$ cat src/inc/wis_frame_align_alarms_cfg.svh
`ifndef WIS_FRAME_ALIGN_ALARMS_CFG_SVH
`define WIS_FRAME_ALIGN_ALARMS_CFG_SVH

// Register byte offsets on the APB
`define TXFV_ADDR 8'h00
`define CFG1_ADDR 8'h04
`define CFG2_ADDR 8'h08
`define ACT_ADDR 8'h0c
`define STAT_ADDR 8'h10
`define PEND1_ADDR 8'h14
`define PEND2_ADDR 8'h18
`define MASK_ADDR 8'h1c

// Field positions
`define TXFV_A1 7:0
`define TXFV_A2 15:8
`define CFG1_SYNC_W 4:0
`define CFG1_HUNT_W 12:8
`define CFG2_PRE_J 4:0
`define CFG2_PRE_K 12:8
`define CFG2_ENTRY 19:16
`define CFG2_EXIT 23:20
`define ACT_FIELD 5:0
`define ACT_RDI_SA 0
`define ACT_FILL_SA 1
`define ACT_RDI_CG 2
`define ACT_LOF_CG 3
`define ACT_FILL_CG 4
`define ACT_CG_POL 5
`define MASK_A 2:0
`define MASK_B 10:8

// Reset values
`define A1_RST 8'hf6
`define A2_RST 8'h28
`define SYNC_W_RST 5'h02
`define HUNT_W_RST 5'h04
`define PRE_J_RST 5'h10
`define PRE_K_RST 5'h10
`define ENTRY_RST 4'h4
`define EXIT_RST 4'h4

// Framing geometry and codes
`define FRAME_OCTETS 18'h25f80
`define A1_OCTETS 9'h0c0
`define A12_LAST 9'h17f
`define MAX_WIDTH 5'h10
`define RDI_L_CODE 3'h6

`endif

$ cat src/inc/wis_frame_align_alarms_pkg.sv
`default_nettype none

package wis_frame_align_alarms_pkg;

  typedef enum logic [1:0] {st_hunt, st_seek, st_presync, st_sync} lock_state_t;
  typedef enum logic [1:0] {run_idle, run_a1, run_a2} run_state_t;

  typedef struct packed {
    logic [7:0] a1v;
    logic [7:0] a2v;
    logic [4:0] sync_w;
    logic [4:0] hunt_w;
    logic [4:0] pre_j;
    logic [4:0] pre_k;
    logic [3:0] entry;
    logic [3:0] exit_n;
    logic [5:0] act;
    logic [2:0] mask_a;
    logic [2:0] mask_b;
    logic [1:0] sa_sync;
    logic [1:0] cg_sync;
    logic sa_q;
    logic cg_q;
    logic sef_q;
    logic sa_lat;
    logic sef_lat;
    logic sa_pend;
    logic severe_frame_error_pending;
    logic cg_pend;
    logic [31:0] prdata;
    logic pslverr;
    logic [8:0] tx_cnt;
    logic tx_act;
    logic [7:0] tx_data;
    logic [7:0] rx_prev;
    logic [2:0] offs;
    logic [7:0][4:0] hrun;
    run_state_t rs;
    logic [4:0] a1run;
    logic [4:0] a2run;
    lock_state_t ls;
    logic [17:0] fcnt;
    logic [3:0] cnt;
    logic lof;
    logic bound;
    logic fill;
    logic [7:0] rx_data;
  } wfa_state_t;

endpackage

`default_nettype wire

$ cat src/logic/wis_frame_align_alarms.sv
// The register addresses and register access over APB were left to the implementer.
`include "wis_frame_align_alarms_cfg.svh"
`default_nettype none

// Contract
// Transmit A1 octets from programmed A1 value, A2 octets from programmed A2.
// Receive aligner uses a primary lock machine and a secondary run machine.
// Sync pattern is f A1 octets then f A2 octets, f 0..16, default 2.
// f of 0 means A1 plus A2 top nibble; f of 1 means A1A1A2.
// Hunt pattern is i consecutive A1 octets, i 1..16, default 4.
// Presync A1 count 1..16, default 16; 0 acts as 1, above 16 as 16.
// Presync A2 count 0..16, default 16; 0 is top nibble, above 16 as 16.
// Frame boundaries needed in presync to lock: 1..15, default 4, 0 as 1.
// Boundary errors that drop lock: 1..15, default 4, 0 as 1.
// Signal absent status latches high; two reads give event then level.
// Signal absent event sets pending bit until read; masked onto both irqs.
// Remote defect code goes into K2 on signal absent when enabled.
// Alarm fill on signal absent forces payload all ones when enabled.
// Carrier input change sets pending until read; live level readable; polarity.
// Carrier pending bit reaches both irqs through its own masks.
// Remote defect code goes into K2 on carrier loss when enabled.
// Carrier loss forces frame lost and out of frame when enabled.
// Alarm fill on carrier loss forces payload all ones when enabled.
// Reset starts out of frame with SEF and LOF; lock after entry plus one.
// SEF clears on reaching lock and is declared on entering out of frame.
// Lock drops after exit count consecutive errored alignment words.
// SEF status latches high; SEF pending bit masked onto both irqs.
// Irq is OR of pending AND mask; flags clear on the read returning them.
module wis_frame_align_alarms
  import wis_frame_align_alarms_pkg::*;
#(
  parameter logic [17:0] FRAME_OCTETS = `FRAME_OCTETS
) (
  input wire logic pclk,
  input wire logic presetn,
  input wire logic psel,
  input wire logic penable,
  input wire logic pwrite,
  input wire logic [7:0] paddr,
  input wire logic [31:0] pwdata,
  output logic [31:0] prdata,
  output logic pready,
  output logic pslverr,
  input wire logic [7:0] tx_in_data,
  input wire logic tx_in_sof,
  input wire logic tx_in_k2,
  output logic [7:0] tx_out_data,
  input wire logic [7:0] rx_pma_data,
  output logic [7:0] rx_out_data,
  output logic rx_alarm_fill,
  output logic rx_in_frame,
  output logic rx_frame_boundary,
  output logic rx_frame_lost,
  output logic severe_frame_error,
  input wire logic signal_absent_input,
  input wire logic optical_carrier_gone_input,
  output logic irq_out_a,
  output logic irq_out_b
);

  wfa_state_t s;
  wfa_state_t n;

  logic [15:0] win;
  logic [7:0] b;
  logic sa_live;
  logic cg_live;
  logic fill;
  logic rdi;
  logic force_lof;
  logic sef;
  logic [4:0] hunt_i;
  logic [4:0] pre_j;
  logic [4:0] pre_k;
  logic [4:0] sync_j;
  logic [4:0] sync_k;
  logic [4:0] pre_e;
  logic [4:0] sync_e;
  logic [3:0] entry;
  logic [3:0] exit_n;
  logic pre_hit;
  logic sync_hit;
  logic at_bound;
  logic hunt_lock;
  logic go_hunt;
  logic setup;
  logic acc_wr;
  logic clr_stat;
  logic clr_p1;
  logic clr_p2;
  logic mapped;
  logic [31:0] rdat;
  logic [8:0] tx_idx;
  logic tx_pos;
  logic [2:0] pend;

  // Width clamp: above 16 acts as 16, and zero acts as one where asked
  function automatic logic [4:0] clamp_w(input logic [4:0] v, input logic z1);
    clamp_w = (v > `MAX_WIDTH) ? `MAX_WIDTH : v;
    if (z1 && v == 5'h00) clamp_w = 5'h01;
  endfunction

  // Counts of zero behave as one
  function automatic logic [3:0] min1(input logic [3:0] v);
    min1 = (v == 4'h0) ? 4'h1 : v;
  endfunction

  // Saturating run counter; real frames hold far more octets than 31
  function automatic logic [4:0] sat_inc(input logic [4:0] v);
    sat_inc = (v == 5'h1f) ? v : v + 5'h01;
  endfunction

  // Pattern end seen on this octet: at least j A1s then exactly k A2s
  function automatic logic pat_hit(input run_state_t rs, input logic [4:0] a1run,
                                   input logic [4:0] a2run, input logic [7:0] oct,
                                   input logic [7:0] a2v, input logic [4:0] j,
                                   input logic [4:0] k);
    logic [5:0] c2;
    c2 = (rs == run_a2) ? ({1'b0, a2run} + 6'h01) : 6'h01;
    if (rs == run_idle || a1run < j) begin
      pat_hit = 1'b0;
    end else if (k == 5'h00) begin
      pat_hit = (rs == run_a1) && (oct[7:4] == a2v[7:4]);
    end else begin
      pat_hit = (oct == a2v) && (c2 == {1'b0, k});
    end
  endfunction

  // Pattern widths and counts as the framer really uses them
  always_comb begin
    hunt_i = clamp_w(s.hunt_w, 1'b1);
    pre_j = clamp_w(s.pre_j, 1'b1);
    pre_k = clamp_w(s.pre_k, 1'b0);
    entry = min1(s.entry);
    exit_n = min1(s.exit_n);
    if (s.sync_w == 5'h00) begin
      sync_j = 5'h01;
      sync_k = 5'h00;
    end else if (s.sync_w == 5'h01) begin
      sync_j = 5'h02;
      sync_k = 5'h01;
    end else begin
      sync_j = clamp_w(s.sync_w, 1'b1);
      sync_k = sync_j;
    end
    // Pattern end sits on the last A2, or on the first one when only a nibble
    pre_e = (pre_k == 5'h00) ? 5'h01 : pre_k;
    sync_e = (sync_k == 5'h00) ? 5'h01 : sync_k;
  end

  // Register read decode; unmapped offsets answer with an error and zero
  always_comb begin
    mapped = 1'b1;
    rdat = '0;
    case (paddr)
      `TXFV_ADDR: rdat = {16'h0000, s.a2v, s.a1v};
      `CFG1_ADDR: rdat = {19'h00000, s.hunt_w, 3'h0, s.sync_w};
      `CFG2_ADDR: rdat = {8'h00, s.exit_n, s.entry, 3'h0, s.pre_k, 3'h0, s.pre_j};
      `ACT_ADDR: rdat = {26'h0000000, s.act};
      `STAT_ADDR: rdat = {26'h0000000, s.ls, sa_live, s.lof, s.sef_lat, s.sa_lat};
      `PEND1_ADDR: rdat = {30'h00000000, s.severe_frame_error_pending, s.sa_pend};
      `PEND2_ADDR: rdat = {30'h00000000, s.cg_sync[1], s.cg_pend};
      `MASK_ADDR: rdat = {21'h000000, s.mask_b, 5'h00, s.mask_a};
      default: mapped = 1'b0;
    endcase
  end

  // Next state of the whole block
  always_comb begin
    n = s;
    win = {rx_pma_data, s.rx_prev};
    b = win[s.offs +: 8];
    sa_live = s.sa_sync[1];
    cg_live = s.cg_sync[1] ^ s.act[`ACT_CG_POL];
    fill = (sa_live & s.act[`ACT_FILL_SA]) | (cg_live & s.act[`ACT_FILL_CG]);
    rdi = (sa_live & s.act[`ACT_RDI_SA]) | (cg_live & s.act[`ACT_RDI_CG]);
    force_lof = cg_live & s.act[`ACT_LOF_CG];
    sef = (s.ls != st_sync);
    pre_hit = pat_hit(s.rs, s.a1run, s.a2run, b, s.a2v, pre_j, pre_k);
    sync_hit = pat_hit(s.rs, s.a1run, s.a2run, b, s.a2v, sync_j, sync_k);
    at_bound = (s.fcnt == FRAME_OCTETS - 18'h00001);
    hunt_lock = 1'b0;
    go_hunt = 1'b0;

    // Pins cross two flops; only the second one is looked at
    n.sa_sync = {s.sa_sync[0], signal_absent_input};
    n.cg_sync = {s.cg_sync[0], optical_carrier_gone_input};
    n.sa_q = sa_live;
    n.cg_q = s.cg_sync[1];
    n.sef_q = sef;

    // Read data and side effects are taken in the setup cycle, so the flag
    // cleared is exactly the flag returned; a new event in that cycle survives
    setup = psel & ~penable;
    acc_wr = psel & penable & pwrite;
    clr_stat = setup & ~pwrite & (paddr == `STAT_ADDR);
    clr_p1 = setup & ~pwrite & (paddr == `PEND1_ADDR);
    clr_p2 = setup & ~pwrite & (paddr == `PEND2_ADDR);
    if (setup) begin
      n.prdata = pwrite ? 32'h00000000 : rdat;
      n.pslverr = ~mapped;
    end

    // Writes land at the access edge; read-only offsets ignore them
    if (acc_wr) begin
      case (paddr)
        `TXFV_ADDR: begin
          n.a1v = pwdata[`TXFV_A1];
          n.a2v = pwdata[`TXFV_A2];
        end
        `CFG1_ADDR: begin
          n.sync_w = pwdata[`CFG1_SYNC_W];
          n.hunt_w = pwdata[`CFG1_HUNT_W];
        end
        `CFG2_ADDR: begin
          n.pre_j = pwdata[`CFG2_PRE_J];
          n.pre_k = pwdata[`CFG2_PRE_K];
          n.entry = pwdata[`CFG2_ENTRY];
          n.exit_n = pwdata[`CFG2_EXIT];
        end
        `ACT_ADDR: n.act = pwdata[`ACT_FIELD];
        `MASK_ADDR: begin
          n.mask_a = pwdata[`MASK_A];
          n.mask_b = pwdata[`MASK_B];
        end
        default: ;
      endcase
    end

    // Latch-high status reloads with the live level when read; set wins
    n.sa_lat = sa_live | (s.sa_lat & ~clr_stat);
    n.sef_lat = sef | (s.sef_lat & ~clr_stat);
    n.sa_pend = (sa_live & ~s.sa_q) | (s.sa_pend & ~clr_p1);
    n.severe_frame_error_pending = (sef ^ s.sef_q) | (s.severe_frame_error_pending & ~clr_p1);
    n.cg_pend = (s.cg_sync[1] ^ s.cg_q) | (s.cg_pend & ~clr_p2);

    // Transmit framing octets counted from the first A1 of each frame
    tx_idx = tx_in_sof ? 9'h000 : s.tx_cnt;
    tx_pos = tx_in_sof | s.tx_act;
    n.tx_cnt = tx_idx + 9'h001;
    n.tx_act = tx_pos && (tx_idx != `A12_LAST);
    if (tx_pos && tx_idx < `A1_OCTETS) begin
      n.tx_data = s.a1v;
    end else if (tx_pos) begin
      n.tx_data = s.a2v;
    end else if (tx_in_k2 && rdi) begin
      n.tx_data = {tx_in_data[7:3], `RDI_L_CODE};
    end else begin
      n.tx_data = tx_in_data;
    end

    // Secondary machine: tracks the A1 run and the A2 run behind it
    n.rx_prev = rx_pma_data;
    unique case (s.rs)
      run_idle: begin
        if (b == s.a1v) begin
          n.rs = run_a1;
          n.a1run = 5'h01;
        end
      end
      run_a1: begin
        if (b == s.a1v) begin
          n.a1run = sat_inc(s.a1run);
        end else if (b == s.a2v) begin
          n.rs = run_a2;
          n.a2run = 5'h01;
        end else begin
          n.rs = run_idle;
        end
      end
      run_a2: begin
        if (b == s.a2v) begin
          n.a2run = sat_inc(s.a2run);
        end else if (b == s.a1v) begin
          n.rs = run_a1;
          n.a1run = 5'h01;
        end else begin
          n.rs = run_idle;
        end
      end
      default: n.rs = run_idle;
    endcase

    // Primary machine: hunt bit offset, seek presync, confirm, hold lock
    n.fcnt = at_bound ? 18'h00000 : s.fcnt + 18'h00001;
    n.bound = 1'b0;
    unique case (s.ls)
      st_hunt: begin
        for (int o = 7; o >= 0; o--) begin
          n.hrun[o] = (win[o +: 8] == s.a1v) ? sat_inc(s.hrun[o]) : 5'h00;
          if (n.hrun[o] >= hunt_i) begin
            n.offs = 3'(o); // lowest offset wins
            hunt_lock = 1'b1;
          end
        end
        if (hunt_lock) begin
          n.ls = st_seek;
          n.rs = run_idle;
          n.fcnt = 18'h00000;
        end
      end
      st_seek: begin
        if (pre_hit) begin
          n.ls = st_presync;
          // Boundaries are timed on the sync pattern end, not the presync end;
          // a longer sync pattern counts its end in this frame as the first one
          if (pre_e >= sync_e) begin
            n.fcnt = 18'(pre_e - sync_e);
          end else begin
            n.fcnt = FRAME_OCTETS - 18'(sync_e - pre_e);
          end
          n.cnt = 4'h0;
        end else if (at_bound) begin
          go_hunt = 1'b1;
        end
      end
      st_presync: begin
        if (at_bound && sync_hit) begin
          n.bound = 1'b1;
          n.cnt = s.cnt + 4'h1;
          if (s.cnt + 4'h1 >= entry) begin
            n.ls = st_sync; // presync match plus entry boundaries
            n.cnt = 4'h0;
          end
        end else if (at_bound) begin
          go_hunt = 1'b1;
        end
      end
      st_sync: begin
        if (at_bound && sync_hit) begin
          n.bound = 1'b1;
          n.cnt = 4'h0;
        end else if (at_bound) begin
          n.cnt = s.cnt + 4'h1;
          if (s.cnt + 4'h1 >= exit_n) begin
            go_hunt = 1'b1;
          end
        end
      end
    endcase
    if (go_hunt || force_lof) begin
      n.ls = st_hunt; // out of frame
      n.hrun = '0;
      n.cnt = 4'h0;
    end

    // Frame lost holds from reset until lock, and while carrier loss forces it
    n.lof = force_lof | (s.lof & (n.ls != st_sync));
    n.fill = fill;
    n.rx_data = fill ? 8'hff : b;
  end

  // Whole state in one register; reset gives an unlocked framer with alarms on
  always_ff @(posedge pclk or negedge presetn) begin
    if (!presetn) begin
      s <= '0;
      s.a1v <= `A1_RST;
      s.a2v <= `A2_RST;
      s.sync_w <= `SYNC_W_RST;
      s.hunt_w <= `HUNT_W_RST;
      s.pre_j <= `PRE_J_RST;
      s.pre_k <= `PRE_K_RST;
      s.entry <= `ENTRY_RST;
      s.exit_n <= `EXIT_RST;
      s.rs <= run_idle;
      s.ls <= st_hunt;
      s.lof <= 1'b1;
      s.sef_q <= 1'b1;
      s.sef_lat <= 1'b1;
    end else begin
      s <= n;
    end
  end

  // Interrupts: OR over sources of pending AND mask
  assign pend = {s.cg_pend, s.severe_frame_error_pending, s.sa_pend};
  assign irq_out_a = |(pend & s.mask_a);
  assign irq_out_b = |(pend & s.mask_b);

  // Zero-wait slave: the access phase always completes in its first cycle
  assign pready = psel & penable;
  assign pslverr = psel & penable & s.pslverr;
  assign prdata = s.prdata;
  assign tx_out_data = s.tx_data;
  assign rx_out_data = s.rx_data;
  assign rx_alarm_fill = s.fill;
  assign rx_in_frame = (s.ls == st_sync);
  assign rx_frame_boundary = s.bound;
  assign rx_frame_lost = s.lof;
  assign severe_frame_error = (s.ls != st_sync);

endmodule

`default_nettype wire

$ cat config.mk
export PLATFORM = sky130hd
export DESIGN_NAME = wis_frame_align_alarms
export DESIGN_NICKNAME = d
export VERILOG_FILES = /design/src/inc/wis_frame_align_alarms_pkg.sv /design/src/logic/wis_frame_align_alarms.sv
export VERILOG_INCLUDE_DIRS = /design/src /design/src/inc
export SDC_FILE = /design/constraint.sdc
export NUM_CORES = 1
export LEC_CHECK = 0
export BUFFER_PORTS_ARGS = -buffer_cell sky130_fd_sc_hd__buf_2
export CAP_MARGIN = 20
export CORE_ASPECT_RATIO = 0.8
export CORE_MARGIN = 2
export CORE_UTILIZATION = 35
export DETAILED_ROUTE_END_ITERATION = 6
export PLACE_DENSITY = 0.55
export SETUP_SLACK_MARGIN = 0.15
export SYNTH_ARGS = -nofsm -noshare
export SYNTH_HDL_FRONTEND = slang
export SYNTH_SLANG_ARGS = --single-unit
$ cat constraint.sdc
create_clock -name pclk -period 4.65 [get_ports pclk]
set_input_delay 1.395 -clock pclk [delete_from_list [all_inputs] [get_ports pclk]]
set_output_delay 1.395 -clock pclk [all_outputs]
set_load 0.1 [all_outputs]
==> flow_metrics.py <==
metrics = {
    "sta": {
        "slew_headroom_pct": 21.4,
        "worstMarginPinSlew_ns": 1.18,
        "grt_setup_unrepaired": "no",
        "layout_setup_ws_ns": 0.396,
        "fin_skew_ns": 0.0119,
        "max_freq_ghz": 0.235,
        "finalCriticalPeriod_ns": 4.25,
        "maxSlewViolCount": 0,
        "period_share_pct": 91.5,
        "setup_viol": 0,
        "hold_violations": 0,
    },
    "place": {
        "post_dp_cell_area_um2": 15300,
        "hpwl_um": 28300,
        "routabilityCongestion": 0.847,
        "place_inst": 2054,
        "post-place-ws_ns": -0.300,
        "port_buffers": 105,
    },
    "layout": {
        "num-nets-final": 1703,
        "antennaDiodeCount": 0,
        "fin_area_um2": 16100,
        "drive_gt1_share_pct": 23.3,
        "syn_to_final_growth_pct": 15.0,
        "finalNonFillerCells": 2100,
    },
    "power_and_ir_drop": {
        "sequentialPowerShare_pct": 34.5,
        "switchingPower_mw": 2.53,
        "sw_frac_of_total_pct": 39.4,
        "p_clk_share_pct": 29.4,
        "peakVddDrop_v": 0.000305,
        "power_leakage_nw": 7.61,
        "pwr-share-comb_pct": 36.1,
        "p_int_mw": 3.89,
        "power_density_nw_per_um2": 398,
    },
    "detailed_routing": {
        "via_per_inst": 5.32,
        "drc": 0,
        "drt_iter0_drc": 822,
        "wl_per_cell_um": 18.1,
        "wl_um": 38100,
        "ant_nets": 0,
        "route.vias.total": 11200,
        "drt_pass1_iterations": 7,
    },
    "logic_synthesis": {
        "synth-main-ff-cell": "dfrtp_1",
        "synth_edf_count": 0,
        "yosys-top-cells-count": "dfrtp_1 (192), nand2_1 (117), xor2_1 (97)",
        "synth_top_family_by_area": "compound AO/OA/AOI/OAI gates",
        "yosysTopAreaCellShare_pct": 34.3,
        "yosysMostFrequentCell": "dfrtp_1",
        "synth.distinct_cells": 88,
        "yosys.area_share.xor_xnor_pct": 8.55,
        "ys_top_cells_by_area": "dfrtp_1 (34%), ha_1 (8.1%), xor2_1 (6.1%)",
        "yosysWarningCount": 0,
        "synth-adder-area-share_pct": 8.40,
        "netlist_instances": 1416,
        "synth-simple-area-share_pct": 14.4,
        "synth_mux_area_share_pct": 8.11,
        "synth_compound_area_share_pct": 16.9,
        "synth_seq_cells": 209,
        "synth.avg_cell_area_um2": 9.91,
        "async_flop_share_pct": 100,
        "syn_area_um2": 14000,
        "synth_top_area_cell": "dfrtp_1",
        "yosysSeqAreaShare_pct": 37.4,
    },
    "hold_path": {
        "hp-class": "reg -> reg",
    },
    "critical_path": {
        "rr_startpoint": "s[214]",
        "crit_type": "in -> reg",
        "arrival_ns": 4.73,
        "critPathTopFamily": "compound AO/OA/AOI/OAI gates",
        "critPathBufInv": 4,
        "end_kind": "flop",
        "cpMostUsedCell": "buf_4",
        "worstPathCellList": "buf_2 -> buf_4 -> xor2_1 -> nor4_1 -> buf_4 -> nand2_1 -> a21oi_1 -> ha_1 -> a21o_1 -> a31oi_1 -> o21ai_0 -> nor4_2 -> nand3_1 -> buf_4 -> a21oi_1 -> a21o_1 -> o311a_1 -> o32a_1",
        "cp_data_required_time_ns": 5.12,
        "crit_path_max_incr_delay_ns": 0.37,
        "rrSetupSlack_ns": 0.54,
        "regToRegEndpoint": "rx_frame_lost",
        "start_kind": "input port",
        "path_max_fanout": 4,
        "cp.depth": 18,
        "reg2reg_depth": 15,
        "startpoint": "rx_pma_data[1]",
        "endpoint": "rx_frame_lost",
        "worst_path_max_delay_cell": "nor4_2",
    },
    "global_routing": {
        "grt_pass1_vias": 10900,
        "antenna_found_initial": 1,
        "grt_start_max_net_pins": 100,
        "grt.overflow.total": 0,
        "track_usage_pct": 18.2,
        "grt_pass1_wl_um": 61300,
    },
    "clock_network": {
        "htreeDepth": 1,
        "root_buffer": "clkbuf_16",
        "ctsHoldBuffers": 0,
        "clock_sinks": 209,
        "numCtsBuffers": 25,
        "path_clk_slew_ns": 0.06,
        "post_cts_buffers": 0,
        "cts_max_path_buffers": 3,
        "cts_tree": "done",
        "worstSkewPairLatency_ns": 0.53,
    },
    "floorplanning": {
        "ioPinCount": 122,
        "die_h_um": 183,
        "die_w_um": 228,
        "die_area_um2": 41700,
        "rows": 65,
        "core-area_um2": 39400,
        "initial_core_util_pct": 35.6,
    },
    "flow_run": {
        "drv_cap": 0,
    },
    "status": {
        "status": "complete, no violations",
    },
}
## cell usage in the layout (no fill, tap or decap), types with 25 or more instances in the layout
cell type / synthesis / final
nor2_1: 82 / 81
mux2i_1: 33 / 33
nand2b_1: 30 / 30
clkbuf_16: 0 / 25
nor3_1: 26 / 26
xnor2_1: 40 / 40
inv_1: 43 / 43
buf_2: 5 / 104
mux2_2: 64 / 64
nand3_1: 42 / 42
ha_1: 91 / 91
buf_4: 54 / 95
a22o_1: 58 / 58
xor2_1: 97 / 97
a21oi_1: 59 / 59
o21ai_0: 49 / 48
dfrtp_1: 192 / 192
nand2_1: 117 / 117
## power by group through the flow
stage | Combinational [mW] | Sequential [mW] | Clock, mW
2_1_floorplan | 1.86 | 2.14 | 0
3_3_place_gp | 2.27 | 2.24 | 0
3_5_place_dp | 2.30 | 2.24 | 0
4_1_cts | 2.31 | 2.21 | 1.94
5_1_grt | 2.53 | 2.25 | 2.01
6_report | 2.32 | 2.21 | 1.89
## cell type report
type                            instances  area, µm²
Multi-Input combinational cell       1062       7980
Inverter                               46        173
Sequential cell                       209       5250
Fill cell                            3874      23300
Timing Repair Buffer                  201       1270
Clock inverter                         12        103
Clock buffer                           34        679
Tap cell                              536        671
## logic make-up after synthesis
logic type / Yosys count
buffers and inverters: 152
other: 1
multiplexers: 104
AO/OA/AOI/OAI: 322
XOR/XNOR: 137
AND/OR/NAND/NOR: 398
adder cells (fa/ha/maj): 93
flip-flops: 209
## registers in the layout, indices dropped and copies added (netlist names)
name and cells:
rx_alarm_fill 1, n 4, rx_out_data 8, rx_frame_boundary 1
s 159, prdata 24, pend 3, rx_frame_lost 1
tx_out_data 8
## what timing repair did
| item | CTS | global route |
|---|---|---|
| gates resized for setup | 0 | 7 |
| endpoints found under the hold margin | 0 | 0 |
| setup endpoints to repair | 0 | 26 |
## metal layers
| layer | GRT usage (%) | wire (µm) | vias to the layer above |
|---|---|---|---|
| met2 | 27.3 | 16100 | 288 |
| li1 | - | - | 5347 |
| met5 | 0 | 13 | - |
| met4 | 4.26 | 758 | 2 |
| met3 | 3.17 | 2120 | 51 |
| met1 | 27.0 | 19100 | 5478 |
## worst min path at each step
stage | cells after the start | startpoint | to
after global placement | 0 | n[160] | n[156]
after floorplan | 0 | n[158] | n[155]
after global routing | 0 | n[160] | n[156]
after detailed placement | 0 | n[160] | n[156]
final | 0 | n[160] | n[156]
after CTS | 0 | n[160] | n[156]
## stage by stage
| step | setup TNS, ns | total power, mW | utilization, % | hold WS [ns] |
|---|---|---|---|---|
| floorplan | 0 | 4.00 | - | 0.331 |
| global placement | -3.60 | 4.51 | 38.8 | 0.337 |
| detailed placement | -4.77 | 4.55 | 38.8 | 0.336 |
| CTS | 0 | 6.47 | 40.8 | 0.349 |
| global route | 0 | 6.78 | 40.9 | 0.357 |
| finish | 0 | 6.41 | 40.9 | 0.346 |
(Power assumes the default switching activity.)
